===== src/verilog/phase_mode_regs.vh =====
// constants for the phase and mode controller: offsets, fields, timing
// assumes a 250 MHz mclk and a 32-bit apb register bus
`ifndef PHASE_MODE_REGS_VH
`define PHASE_MODE_REGS_VH

// register byte offsets
`define REG_SLEW_DIV 8'h00
`define REG_CORE_VID 8'h04
`define REG_AUX_VID 8'h08
`define REG_STATUS 8'h0C
`define REG_OCP_FLAGS 8'h10
`define REG_DAC 8'h14
`define REG_THRESH 8'h18

// reset values
`define SLEW_DIV_RST 16'h0040
`define VID_RST 8'h00
`define THRESH_RST 6'h20

// status fields
`define ST_CORE_CFG 1:0
`define ST_AUX_CFG 3:2
`define ST_CORE_EN 6:4
`define ST_AUX_EN 9:8
`define ST_CORE_EMUL 12
`define ST_AUX_EMUL 13
`define ST_SW_CLOSED 16
`define ST_SW_TRACK 17
`define ST_STRAPPED 31

// rail configurations, phases in use
`define CFG_OFF 2'b00
`define CFG_ONE 2'b01
`define CFG_TWO 2'b10
`define CFG_THREE 2'b11

// overcurrent threshold in millivolts
`define OCP_THRESHOLD_MV 12'h5DC

// timing
`define MCLK_PERIOD_NS 4
`define STRAP_SETTLE_NS 1000
`define STRAP_SETTLE_CYC (`STRAP_SETTLE_NS / `MCLK_PERIOD_NS)
`define DIODE_TARGET_NS 40
`define DIODE_TARGET_CYC (`DIODE_TARGET_NS / `MCLK_PERIOD_NS)
`define DIODE_WINDOW_CYC (4 * `DIODE_TARGET_CYC)

`endif


===== src/verilog/phase_mode_controller.v =====
// phase count, operating mode and slewing for a core rail and an auxiliary rail,
// feedback switch control for the core rail; apb slave for software.
// assumes power-state bits come from same-clock serial logic and
// sense-pin strap levels arrive as asynchronous comparator outputs.
//
// The APB register port and the register addresses are this design's own decisions.
`timescale 1ns/10ps
`include "phase_mode_regs.vh"
module phase_mode_controller #(
  parameter VID_W = 8,
  parameter THR_W = 6
) (
  input wire mclk,
  input wire rst,
  input wire clk_en,
  // apb slave
  input wire psel,
  input wire penable,
  input wire pwrite,
  input wire [7:0] paddr,
  input wire [31:0] pwdata,
  output reg [31:0] prdata,
  output reg pready,
  output reg pslverr,
  // strap levels: high when the sense pin is held at 5V
  input wire core_phase1_sense,
  input wire core_phase2_sense,
  input wire core_phase3_sense,
  input wire aux_phase1_sense,
  input wire aux_phase2_sense,
  // power-state bits, active low, per rail
  input wire power_state_bit_a,
  input wire power_state_bit_b,
  input wire aux_power_state_bit_a,
  input wire aux_power_state_bit_b,
  // overcurrent comparators on the current monitor pins
  input wire core_current_monitor,
  input wire aux_current_monitor,
  // phase-1 low-side timing and comparators, per rail
  input wire core_low_side_on,
  input wire core_zero_cross,
  input wire core_diode_cond,
  input wire aux_low_side_on,
  input wire aux_zero_cross,
  input wire aux_diode_cond,
  // power stage control
  output reg [2:0] core_phase_en,
  output reg [1:0] aux_phase_en,
  output reg core_diode_emulation_mode,
  output reg aux_diode_emulation_mode,
  output reg core_continuous_conduction_mode,
  output reg aux_continuous_conduction_mode,
  output reg [11:0] core_ocp_threshold_mv,
  output reg [11:0] aux_ocp_threshold_mv,
  output wire [VID_W-1:0] core_vid_dac,
  output wire [VID_W-1:0] aux_vid_dac,
  output reg feedback_switch_closed,
  output reg secondary_feedback_track,
  output wire core_low_side_off,
  output wire aux_low_side_off,
  output wire [THR_W-1:0] core_zero_threshold,
  output wire [THR_W-1:0] aux_zero_threshold
);

  ////////////////////////////////////////////////////////////////////////
  // synchronisers for pin inputs

  wire [4:0] straps;
  wire [1:0] ocp_sync;
  wire [3:0] cmp_sync;

  level_sync #(.WIDTH(11)) pin_sync (
    .mclk(mclk),
    .rst(rst),
    .clk_en(clk_en),
    .async_in({core_diode_cond, core_zero_cross, aux_diode_cond,
               aux_zero_cross, aux_current_monitor, core_current_monitor,
               aux_phase2_sense, aux_phase1_sense, core_phase3_sense,
               core_phase2_sense, core_phase1_sense}),
    .sync_out({cmp_sync, ocp_sync, straps})
  );

  ////////////////////////////////////////////////////////////////////////
  // strap capture after reset

  reg [8:0] settle_cnt;
  reg strapped;
  reg [1:0] core_cfg;
  reg [1:0] aux_cfg;

  always @(posedge mclk) begin
    if (rst) begin
      settle_cnt <= 9'h000;
      strapped <= 1'b0;
      core_cfg <= `CFG_OFF;
      aux_cfg <= `CFG_OFF;
    end else if (clk_en && !strapped) begin
      settle_cnt <= settle_cnt + 9'h001;
      // sampled once, held until the next reset
      if (settle_cnt == `STRAP_SETTLE_CYC - 1) begin
        strapped <= 1'b1;
        if (straps[0])
          core_cfg <= `CFG_OFF;
        else if (straps[2] && straps[1])
          core_cfg <= `CFG_ONE;
        else if (straps[2])
          core_cfg <= `CFG_TWO;
        else
          core_cfg <= `CFG_THREE;
        if (straps[3])
          aux_cfg <= `CFG_OFF;
        else if (straps[4])
          aux_cfg <= `CFG_ONE;
        else
          aux_cfg <= `CFG_TWO;
      end
    end
  end

  ////////////////////////////////////////////////////////////////////////
  // phase count and mode from configuration and power state

  reg [1:0] core_n;
  reg [1:0] aux_n;
  reg core_emul;
  reg aux_emul;

  always @* begin
    core_emul = 1'b0;
    aux_emul = 1'b0;
    // full count when bit a high, shed one on 01, one-phase emulation on 00
    if (core_cfg == `CFG_OFF)
      core_n = `CFG_OFF;
    else if (power_state_bit_a)
      core_n = core_cfg;
    else if (power_state_bit_b)
      core_n = (core_cfg == `CFG_ONE) ? `CFG_ONE : core_cfg - 2'b01;
    else begin
      core_n = `CFG_ONE;
      core_emul = 1'b1;
    end
    if (aux_cfg == `CFG_OFF)
      aux_n = `CFG_OFF;
    else if (aux_power_state_bit_a)
      aux_n = aux_cfg;
    else if (aux_power_state_bit_b)
      aux_n = `CFG_ONE;
    else begin
      aux_n = `CFG_ONE;
      aux_emul = 1'b1;
    end
  end

  always @(posedge mclk) begin
    if (rst) begin
      core_phase_en <= 3'b000;
      aux_phase_en <= 2'b00;
      core_diode_emulation_mode <= 1'b0;
      aux_diode_emulation_mode <= 1'b0;
      core_continuous_conduction_mode <= 1'b0;
      aux_continuous_conduction_mode <= 1'b0;
      feedback_switch_closed <= 1'b0;
      secondary_feedback_track <= 1'b0;
      core_ocp_threshold_mv <= `OCP_THRESHOLD_MV;
      aux_ocp_threshold_mv <= `OCP_THRESHOLD_MV;
    end else if (clk_en) begin
      core_phase_en <= {core_n == `CFG_THREE, core_n[1], core_n != 2'b00};
      aux_phase_en <= {aux_n[1], aux_n != 2'b00};
      core_diode_emulation_mode <= core_emul;
      aux_diode_emulation_mode <= aux_emul;
      core_continuous_conduction_mode <= (core_n != `CFG_OFF) && !core_emul;
      aux_continuous_conduction_mode <= (aux_n != `CFG_OFF) && !aux_emul;
      // switch only in two-phase core, closed in two-phase mode
      feedback_switch_closed <= (core_cfg == `CFG_TWO) && (core_n == `CFG_TWO);
      // keep the open capacitor following feedback
      secondary_feedback_track <= (core_cfg == `CFG_TWO) &&
                                  (core_n != `CFG_TWO);
      // same threshold whatever the configuration
      core_ocp_threshold_mv <= `OCP_THRESHOLD_MV;
      aux_ocp_threshold_mv <= `OCP_THRESHOLD_MV;
    end
  end

  ////////////////////////////////////////////////////////////////////////
  // apb registers

  reg [15:0] slew_div;
  reg [VID_W-1:0] core_vid;
  reg [VID_W-1:0] aux_vid;
  reg [1:0] ocp_flags;
  wire apb_wr = psel && penable && pwrite;
  wire apb_rd = psel && penable && !pwrite;
  wire [THR_W-1:0] thr_bus [0:1];

  always @(posedge mclk) begin
    if (rst) begin
      slew_div <= `SLEW_DIV_RST;
      core_vid <= `VID_RST;
      aux_vid <= `VID_RST;
      ocp_flags <= 2'b00;
    end else if (clk_en) begin
      if (apb_wr && paddr == `REG_SLEW_DIV)
        slew_div <= pwdata[15:0];
      if (apb_wr && paddr == `REG_CORE_VID)
        core_vid <= pwdata[VID_W-1:0];
      if (apb_wr && paddr == `REG_AUX_VID)
        aux_vid <= pwdata[VID_W-1:0];
      // write one to clear; a new trip in the same cycle wins
      if (apb_wr && paddr == `REG_OCP_FLAGS)
        ocp_flags <= (ocp_flags & ~pwdata[1:0]) | ocp_sync;
      else
        ocp_flags <= ocp_flags | ocp_sync;
    end
  end

  always @(posedge mclk) begin
    if (rst) begin
      prdata <= 32'h0000_0000;
      pready <= 1'b0;
      pslverr <= 1'b0;
    end else if (clk_en) begin
      pready <= psel && !penable;
      pslverr <= 1'b0;
      if (psel && !penable) begin
        prdata <= 32'h0000_0000;
        case (paddr)
          `REG_SLEW_DIV: prdata[15:0] <= slew_div;
          `REG_CORE_VID: prdata[VID_W-1:0] <= core_vid;
          `REG_AUX_VID: prdata[VID_W-1:0] <= aux_vid;
          `REG_STATUS: begin
            prdata[`ST_CORE_CFG] <= core_cfg;
            prdata[`ST_AUX_CFG] <= aux_cfg;
            prdata[`ST_CORE_EN] <= core_phase_en;
            prdata[`ST_AUX_EN] <= aux_phase_en;
            prdata[`ST_CORE_EMUL] <= core_diode_emulation_mode;
            prdata[`ST_AUX_EMUL] <= aux_diode_emulation_mode;
            prdata[`ST_SW_CLOSED] <= feedback_switch_closed;
            prdata[`ST_SW_TRACK] <= secondary_feedback_track;
            prdata[`ST_STRAPPED] <= strapped;
          end
          `REG_OCP_FLAGS: prdata[1:0] <= ocp_flags;
          `REG_DAC: prdata[VID_W+15:0] <= {aux_vid_dac, 8'h00, core_vid_dac};
          `REG_THRESH: prdata[THR_W+15:0] <= {thr_bus[1], 10'h000,
                                                thr_bus[0]};
          default: pslverr <= 1'b1;
        endcase
      end
    end
  end

  ////////////////////////////////////////////////////////////////////////
  // per-rail voltage slewing and diode-emulation tuning

  wire [VID_W-1:0] vid_bus [0:1];
  wire [VID_W-1:0] dac_bus [0:1];
  wire [1:0] emul_bus;
  wire [1:0] ls_on_bus;
  wire [1:0] off_bus;

  assign vid_bus[0] = core_vid;
  assign vid_bus[1] = aux_vid;
  assign emul_bus = {aux_diode_emulation_mode, core_diode_emulation_mode};
  assign ls_on_bus = {aux_low_side_on, core_low_side_on};
  assign core_vid_dac = dac_bus[0];
  assign aux_vid_dac = dac_bus[1];
  assign core_low_side_off = off_bus[0];
  assign aux_low_side_off = off_bus[1];
  assign core_zero_threshold = thr_bus[0];
  assign aux_zero_threshold = thr_bus[1];

  genvar r;
  generate
    for (r = 0; r < 2; r = r + 1) begin : rail
      reg [VID_W-1:0] dac;
      reg [15:0] step_cnt;
      always @(posedge mclk) begin
        if (rst) begin
          dac <= `VID_RST;
          step_cnt <= 16'h0000;
        end else if (clk_en) begin
          if (vid_bus[r] > dac) begin
            // one code per slew_div + 1 cycles
            if (step_cnt >= slew_div) begin
              step_cnt <= 16'h0000;
              dac <= dac + {{(VID_W-1){1'b0}}, 1'b1};
            end else
              step_cnt <= step_cnt + 16'h0001;
          end else begin
            // target drops at once; load discharges output
            dac <= vid_bus[r];
            step_cnt <= 16'h0000;
          end
        end
      end
      assign dac_bus[r] = dac;

      body_diode_tuner #(.THR_W(THR_W)) tuner (
        .mclk(mclk),
        .rst(rst),
        .clk_en(clk_en),
        .emul_active(emul_bus[r]),
        .low_side_on(ls_on_bus[r]),
        .zero_cross(cmp_sync[2-2*r]),
        .diode_cond(cmp_sync[3-2*r]),
        .low_side_off(off_bus[r]),
        .threshold(thr_bus[r])
      );
    end
  endgenerate

endmodule


===== src/verilog/level_sync.v =====
// two-flop synchroniser, one stage pair per bit
// assumes asynchronous level inputs and one clock domain
`timescale 1ns/10ps
module level_sync #(
  parameter WIDTH = 1
) (
  input wire mclk,
  input wire rst,
  input wire clk_en,
  input wire [WIDTH-1:0] async_in,
  output wire [WIDTH-1:0] sync_out
);

  genvar i;
  generate
    for (i = 0; i < WIDTH; i = i + 1) begin : bit_sync
      reg stage1;
      reg stage2;
      always @(posedge mclk) begin
        if (rst) begin
          stage1 <= 1'b0;
          stage2 <= 1'b0;
        end else if (clk_en) begin
          stage1 <= async_in[i];
          stage2 <= stage1;
        end
      end
      assign sync_out[i] = stage2;
    end
  endgenerate

endmodule


===== src/verilog/body_diode_tuner.v =====
// low-side release and zero-cross threshold tuning for one phase
// assumes synchronised comparator inputs and a 250 MHz mclk
`timescale 1ns/10ps
`include "phase_mode_regs.vh"
module body_diode_tuner #(
  parameter THR_W = 6,
  parameter TARGET_CYC = `DIODE_TARGET_CYC,
  parameter WINDOW_CYC = `DIODE_WINDOW_CYC
) (
  input wire mclk,
  input wire rst,
  input wire clk_en,
  input wire emul_active,
  input wire low_side_on,
  input wire zero_cross,
  input wire diode_cond,
  output reg low_side_off,
  output reg [THR_W-1:0] threshold
);

  reg fired;
  reg measuring;
  reg [7:0] win_cnt;
  reg [7:0] cond_cnt;

  always @(posedge mclk) begin
    if (rst) begin
      low_side_off <= 1'b0;
      threshold <= `THRESH_RST;
      fired <= 1'b0;
      measuring <= 1'b0;
      win_cnt <= 8'h00;
      cond_cnt <= 8'h00;
    end else if (clk_en) begin
      low_side_off <= 1'b0;
      if (!low_side_on)
        fired <= 1'b0;
      // release low side once the comparator sees zero current
      if (emul_active && low_side_on && zero_cross && !fired) begin
        low_side_off <= 1'b1;
        fired <= 1'b1;
        measuring <= 1'b1;
        win_cnt <= 8'h00;
        cond_cnt <= 8'h00;
      end else if (measuring) begin
        // watch the phase node after release
        win_cnt <= win_cnt + 8'h01;
        if (diode_cond)
          cond_cnt <= cond_cnt + 8'h01;
        if (win_cnt == WINDOW_CYC[7:0] - 8'h01) begin
          measuring <= 1'b0;
          // one step per release toward the target
          if (cond_cnt > TARGET_CYC[7:0] && threshold != {THR_W{1'b0}})
            threshold <= threshold - {{(THR_W-1){1'b0}}, 1'b1};
          else if (cond_cnt < TARGET_CYC[7:0] &&
                   threshold != {THR_W{1'b1}})
            threshold <= threshold + {{(THR_W-1){1'b0}}, 1'b1};
        end
      end
    end
  end

endmodule


===== config.mk =====
export PLATFORM = sky130hd
export DESIGN_NAME = phase_mode_controller
export DESIGN_NICKNAME = d
export VERILOG_FILES = /design/src/verilog/phase_mode_controller.v /design/src/verilog/level_sync.v /design/src/verilog/body_diode_tuner.v
export VERILOG_INCLUDE_DIRS = /design/src /design/src/verilog
export SDC_FILE = /design/constraint.sdc
export NUM_CORES = 1
export LEC_CHECK = 0
export BUFFER_PORTS_ARGS = -buffer_cell sky130_fd_sc_hd__buf_2
export CAP_MARGIN = 40
export CORE_ASPECT_RATIO = 1.25
export CORE_UTILIZATION = 40
export DETAILED_ROUTE_END_ITERATION = 12
export SLEW_MARGIN = 40
export SYNTH_ARGS = -nofsm -noshare
export SYNTH_HDL_FRONTEND = slang
export SYNTH_HIERARCHICAL = 1
export SYNTH_SLANG_ARGS = --single-unit

===== constraint.sdc =====
create_clock -name mclk -period 6.2 [get_ports mclk]
set_input_delay 1.24 -clock mclk [delete_from_list [all_inputs] [get_ports mclk]]
set_output_delay 1.24 -clock mclk [all_outputs]
set_load 0.05 [all_outputs]

-- Word level (Yosys, flattened, before mapping)
Index checks and enable logic that the tools add are counted.
- latch bits: 0
- memory bits (read-only): 0
- output and inout port bits: 99
- word-level logic and storage cells: 228
- register bits after elaboration: 206
- memory bits (writable): 0
- input port bits: 63
- memories kept: 0
- mux-type cells: 65
- bitwise gates (word level): 6
- $lt $le $gt $ge: 8
- divide/modulo/power cells: 0
- $mul: 0
- reduce and logical (&&, ||, !) cells: 58
- eq/ne operators: 20
- shift-type cells: 0
- add/sub/neg operators: 14
- operators with widths (cell ; number):
    2-to-1 mux 8 bit ; 14
    2-to-1 mux 16 bit ; 4
    adder 8 x 1 -> 8 bit (second input constant) ; 6
    adder 16 x 1 -> 16 bit (second input constant) ; 2
    >= comparator 16 bit ; 2
    case mux 5 bit (6 select lines) ; 1
    2-to-1 mux 2 bit ; 14
    equality test 8 x 5 -> 1 bit (second input constant) ; 3
    2-to-1 mux 6 bit ; 4
    logical AND 1 bit ; 23
    2-to-1 mux 1 bit ; 22
    AND reduction 2 bit ; 11
    equality test 8 x 4 -> 1 bit (second input constant) ; 2
    equality test 8 x 6 -> 1 bit (second input constant) ; 2
    > comparator 8 x 4 -> 1 bit (second input constant) ; 2
    > comparator 8 bit ; 2
    < comparator 8 x 4 -> 1 bit (second input constant) ; 2
    nonzero test 2 bit ; 8
    case mux 2 bit (7 select lines) ; 1
    adder 6 x 1 -> 6 bit (second input constant) ; 2
    != test 6 bit (second input constant) ; 2
    nonzero test 6 bit ; 2
    subtractor 6 x 1 -> 6 bit (second input constant) ; 2
    AND reduction 5 bit ; 2
    other kinds (21) ; 36

-- Longest topological paths before layout
- depth after elaboration: 7
- gate-level depth with buffers: 12
- mapped depth without buffers: 12

-- Cells and area by module
The synthesis kept the hierarchy.
- by module, submodules not included (module ; sequential area each (µm²) ; times used ; cells each ; area each (µm²)):
    phase_mode_controller ; 2682.6 ; 1 ; 935 ; 7586.0
    body_diode_tuner ; 500.5 ; 2 ; 168 ; 1417.6
    level_sync ; 440.4 ; 1 ; 82 ; 884.6

-- Worst setup path after synthesis
No wires, ideal clock.
- path kind: input -> register
- from: in paddr[5]
- to: reg slew_div[10]
- data arrival time: 2.695 ns
- stages on the path: 7
- required time: 6.068 ns
- setup time: 0.132 ns
- path buffers: 1
- slack: 3.373 ns
- path through: or3_4 nand2b_1 nor3_2 nand2_1 clkbuf_1 nand2_1 a21oi_1
- longest elaborated chain between the ends: 3
- RTL lines (item ; RTL line ; text):
    from (decl) ; phase_mode_controller.v:20 ; input wire [7:0] paddr,
    zero test 8 bit ; - ;
    logical AND 1 bit (no line) ; - ;
    AND reduction 2 bit (no line) ; - ;
    to (signal assigned) ; phase_mode_controller.v:197 ; slew_div <= `SLEW_DIV_RST;
    to (signal assigned) ; phase_mode_controller.v:203 ; slew_div <= pwdata[15:0];
    to (decl) ; phase_mode_controller.v:187 ; reg [15:0] slew_div;
Every way passes these cells.
A chain may end at the register's enable or synchronous reset.

-- Worst setup path in the final report
- from: in paddr[5]
- to: reg slew_div[13]
Same word-level chain as after synthesis.

==> flow_summary.json <==
{
  "ant_nets": 0,
  "path_class": "in2reg",
  "grt_pass1_vias": 9052,
  "violations": "design-rule violations",
  "synth.cell_area_mm2": 0.0113,
  "routed_via_density": 5.46,
  "total_power_mw": 3.02,
  "p_int_mw": 2.20,
  "top_layer": "met5",
  "synth_warnings": 6,
  "core_mm2": 0.0277,
  "critPathCaptureType": "flip-flop",
  "tns_ns": 0,
  "dp_worst_setup_slack_ns": 2.24,
  "fin_skew_ns": 0.00988,
  "cts_tree": "done",
  "fmax_ghz": 0.291,
  "syn_to_final_growth_pct": 11.6,
  "fin_crit_ns": 3.44,
  "status": "finished with violations",
  "rsz0062_at_grt": "false",
  "finalHoldViolations": 0,
  "wl_mm": 30.2,
  "seq_area_frac_synth_pct": 36.5,
  "post-route-util_pct": 45.5,
  "syn_avg_cell_area_um2": 8.36,
  "die_h_um": 190,
  "wl_met2_mm": 15.1,
  "htree_levels": 1,
  "io_pins": 162,
  "startpoint_type": "input port",
  "grt_pass1_wl_mm": 48.3,
  "worstPathMaxFanout": 15,
  "port_buffers": 114,
  "synthArstFlopShare_pct": 0,
  "grt_usage_pct": 20.6,
  "cts_setup_buffers": 0,
  "final_max_slew_viol_count": 0,
  "maxCapViolations": 0,
  "overflow": 0,
  "final_cell_mix": "dfxtp_1, nor2_1, nand2_1",
  "antenna_found_initial": 3,
  "clkPwrFrac_pct": 44.2,
  "synthFlopType": "dfxtp_1",
  "fin_crit_sh_pct": 55.5,
  "synth-seq-cells": 206,
  "synth_edf_count": 0,
  "clock_latency_ns": 0.51,
  "multiInputGateArea_mm2": 0.00647,
  "firstDrtPassIters": 9,
  "ctsResizeCount": 0,
  "tightest_slew_ns": 0.807,
  "p_sw_share_pct": 27.2,
  "die_area_mm2": 0.0289,
  "place_area_mm2": 0.0119,
  "initial_utilization_pct": 40.8,
  "cts_made_buffers": 24,
  "initialDrtViolationCount": 630,
  "fin_ws_ns": 2.76,
  "wl_per_cell_um": 16.8,
  "grt_max_degree": 98,
  "hpwlAfterDp_mm": 21.9,
  "route.met3.wl_mm": 1.47,
  "final-seq-area_mm2": 0.00412,
  "vdd_drop_max_mv": 0.249,
  "combPwrFrac_pct": 10.5,
  "clock_sinks": 206,
  "gp_congestion": 0.834,
  "cp.required_ns": 6.56,
  "worstPathArrival_ns": 3.80,
  "finalNetCount": 1565,
  "p_per_area_mw_per_mm2": 239,
  "mostFrequentLayoutCell": "dfxtp_1",
  "cts-root-buf": "clkbuf_16",
  "p_leak_nw": 4.99,
  "finalSetupViolCount": 0,
  "clockBufferDepth": 3,
  "p_switching_uw": 822,
  "pwr-share-seq_pct": 45.3,
  "wl_met1_mm": 12.9,
  "cts.clk_slew.worst_paths_ns": 0.06,
  "num_vias": 9796,
  "fp.dieW_um": 152,
  "slew_headroom_pct": 45.9,
  "fin_area_mm2": 0.0126,
  "drive_above_1_share_pct": 13.4,
  "synth.distinct_cells": 82,
  "netlist_instances": 1353,
  "drc": 20,
  "cts_hold_buf": 0,
  "worstHoldPathType": "reg2reg",
  "rows": 68,
  "n_fill_cell": 2755
}
[cell type report]
type	instances	area share, %
Antenna cell	1	0.0198
Multi-Input combinational cell	1017	51.3
Sequential cell	206	32.7
Clock inverter	5	0.248
Timing Repair Buffer	121	5.04
Tap cell	350	3.47
Clock buffer	36	5.52
Inverter	59	1.75
[cells by family after synthesis]
kind of cell	synth area share, %
muxes	5.54
other	0.0664
buffers and inverters	7.33
DFF	36.5
adders and majority gates	8.21
AOI/OAI and AO/OA	15.9
xor gates and xnor gates	3.25
and+or+nand+nor	23.2
[path summary, 6_finish.rpt]
kind | start | endpoint | slack, ns | cells past startpoint
worst min register to register | rail[1].tuner/low_side_off$_SDFFE_PP0P_ | rail[1].tuner/low_side_off$_SDFFE_PP0P_ | 0.45 | 2
worst min-delay path | rail[1].tuner/low_side_off$_SDFFE_PP0P_ | rail[1].tuner/low_side_off$_SDFFE_PP0P_ | 0.45 | 2
worst max-delay path | paddr[5] | slew_div[13]$_SDFFE_PP0P_ | 2.76 | 7
worst max register to register | core_vid_dac[5]$_SDFFE_PP0P_ | rail[0].step_cnt[12]$_SDFFE_PP0P_ | 3.25 | 9
[state kept, by name, summed over array words and instances, names as in the netlist, 2 cells and up]
signal	flops
rail.step_cnt	32
prdata	25
rail.tuner/cond_cnt	16
rail.tuner/win_cnt	16
slew_div	16
rail.tuner/threshold	12
pin_sync/bit_sync.stage1	11
pin_sync/bit_sync.stage2	11
settle_cnt	9
aux_vid	8
aux_vid_dac	8
core_vid	8
core_vid_dac	8
core_phase_en	3
aux_cfg	2
aux_phase_en	2
core_cfg	2
ocp_flags	2
rail.tuner/fired	2
rail.tuner/low_side_off	2
rail.tuner/measuring	2
[power by group through the flow]
stage          sequential (mW)  combinational (mW)  clock [mW]
6_report                  1.37               0.317        1.34
5_1_grt                   1.37               0.344        1.41
4_1_cts                   1.37               0.316        1.37
3_5_place_dp              1.40               0.315           0
3_3_place_gp              1.40               0.313           0
2_1_floorplan             1.43               0.223           0
[per-stage QoR]
step                      hold slack [ns]  instances
after floorplan                     0.439       1382
after global placement              0.440       1752
after detailed placement            0.446       1753
after CTS                           0.456       1794
after global routing                0.467       1794
final                               0.454       1795
[critical path, cell delays in order]
cell and delay [ns]:
buf_2 0.09, or3_4 0.41, nand2b_1 0.41, nor3_2 0.73
nand2_1 0.62, nand2_1 0.21, a21oi_1 0.08
[synth_stat cells, drive strengths merged (15+ instances only)]
cell    instances  area, µm²
mux2i          54        541
nand3          49        245
buf            63        468
xor2           20        175
nand4          24        150
inv            57        214
nor3           48        273
ha             71        888
nand2         126        473
dfxtp         206       4120
xnor2          22        193
nor4           15        121
nor2          181        682
o21ai          45        236
a211oi         17        138
clkbuf         37        139
a21oi         105        537
[routing by layer]
layer / GRT usage, % / vias up
met1: 25.3 / 4630
met5: 0 / -
li1: - / 4902
met4: 5.93 / 2
met2: 36.9 / 219
met3: 3.49 / 43
No activity file was read; power rests on OpenSTA's default activity.
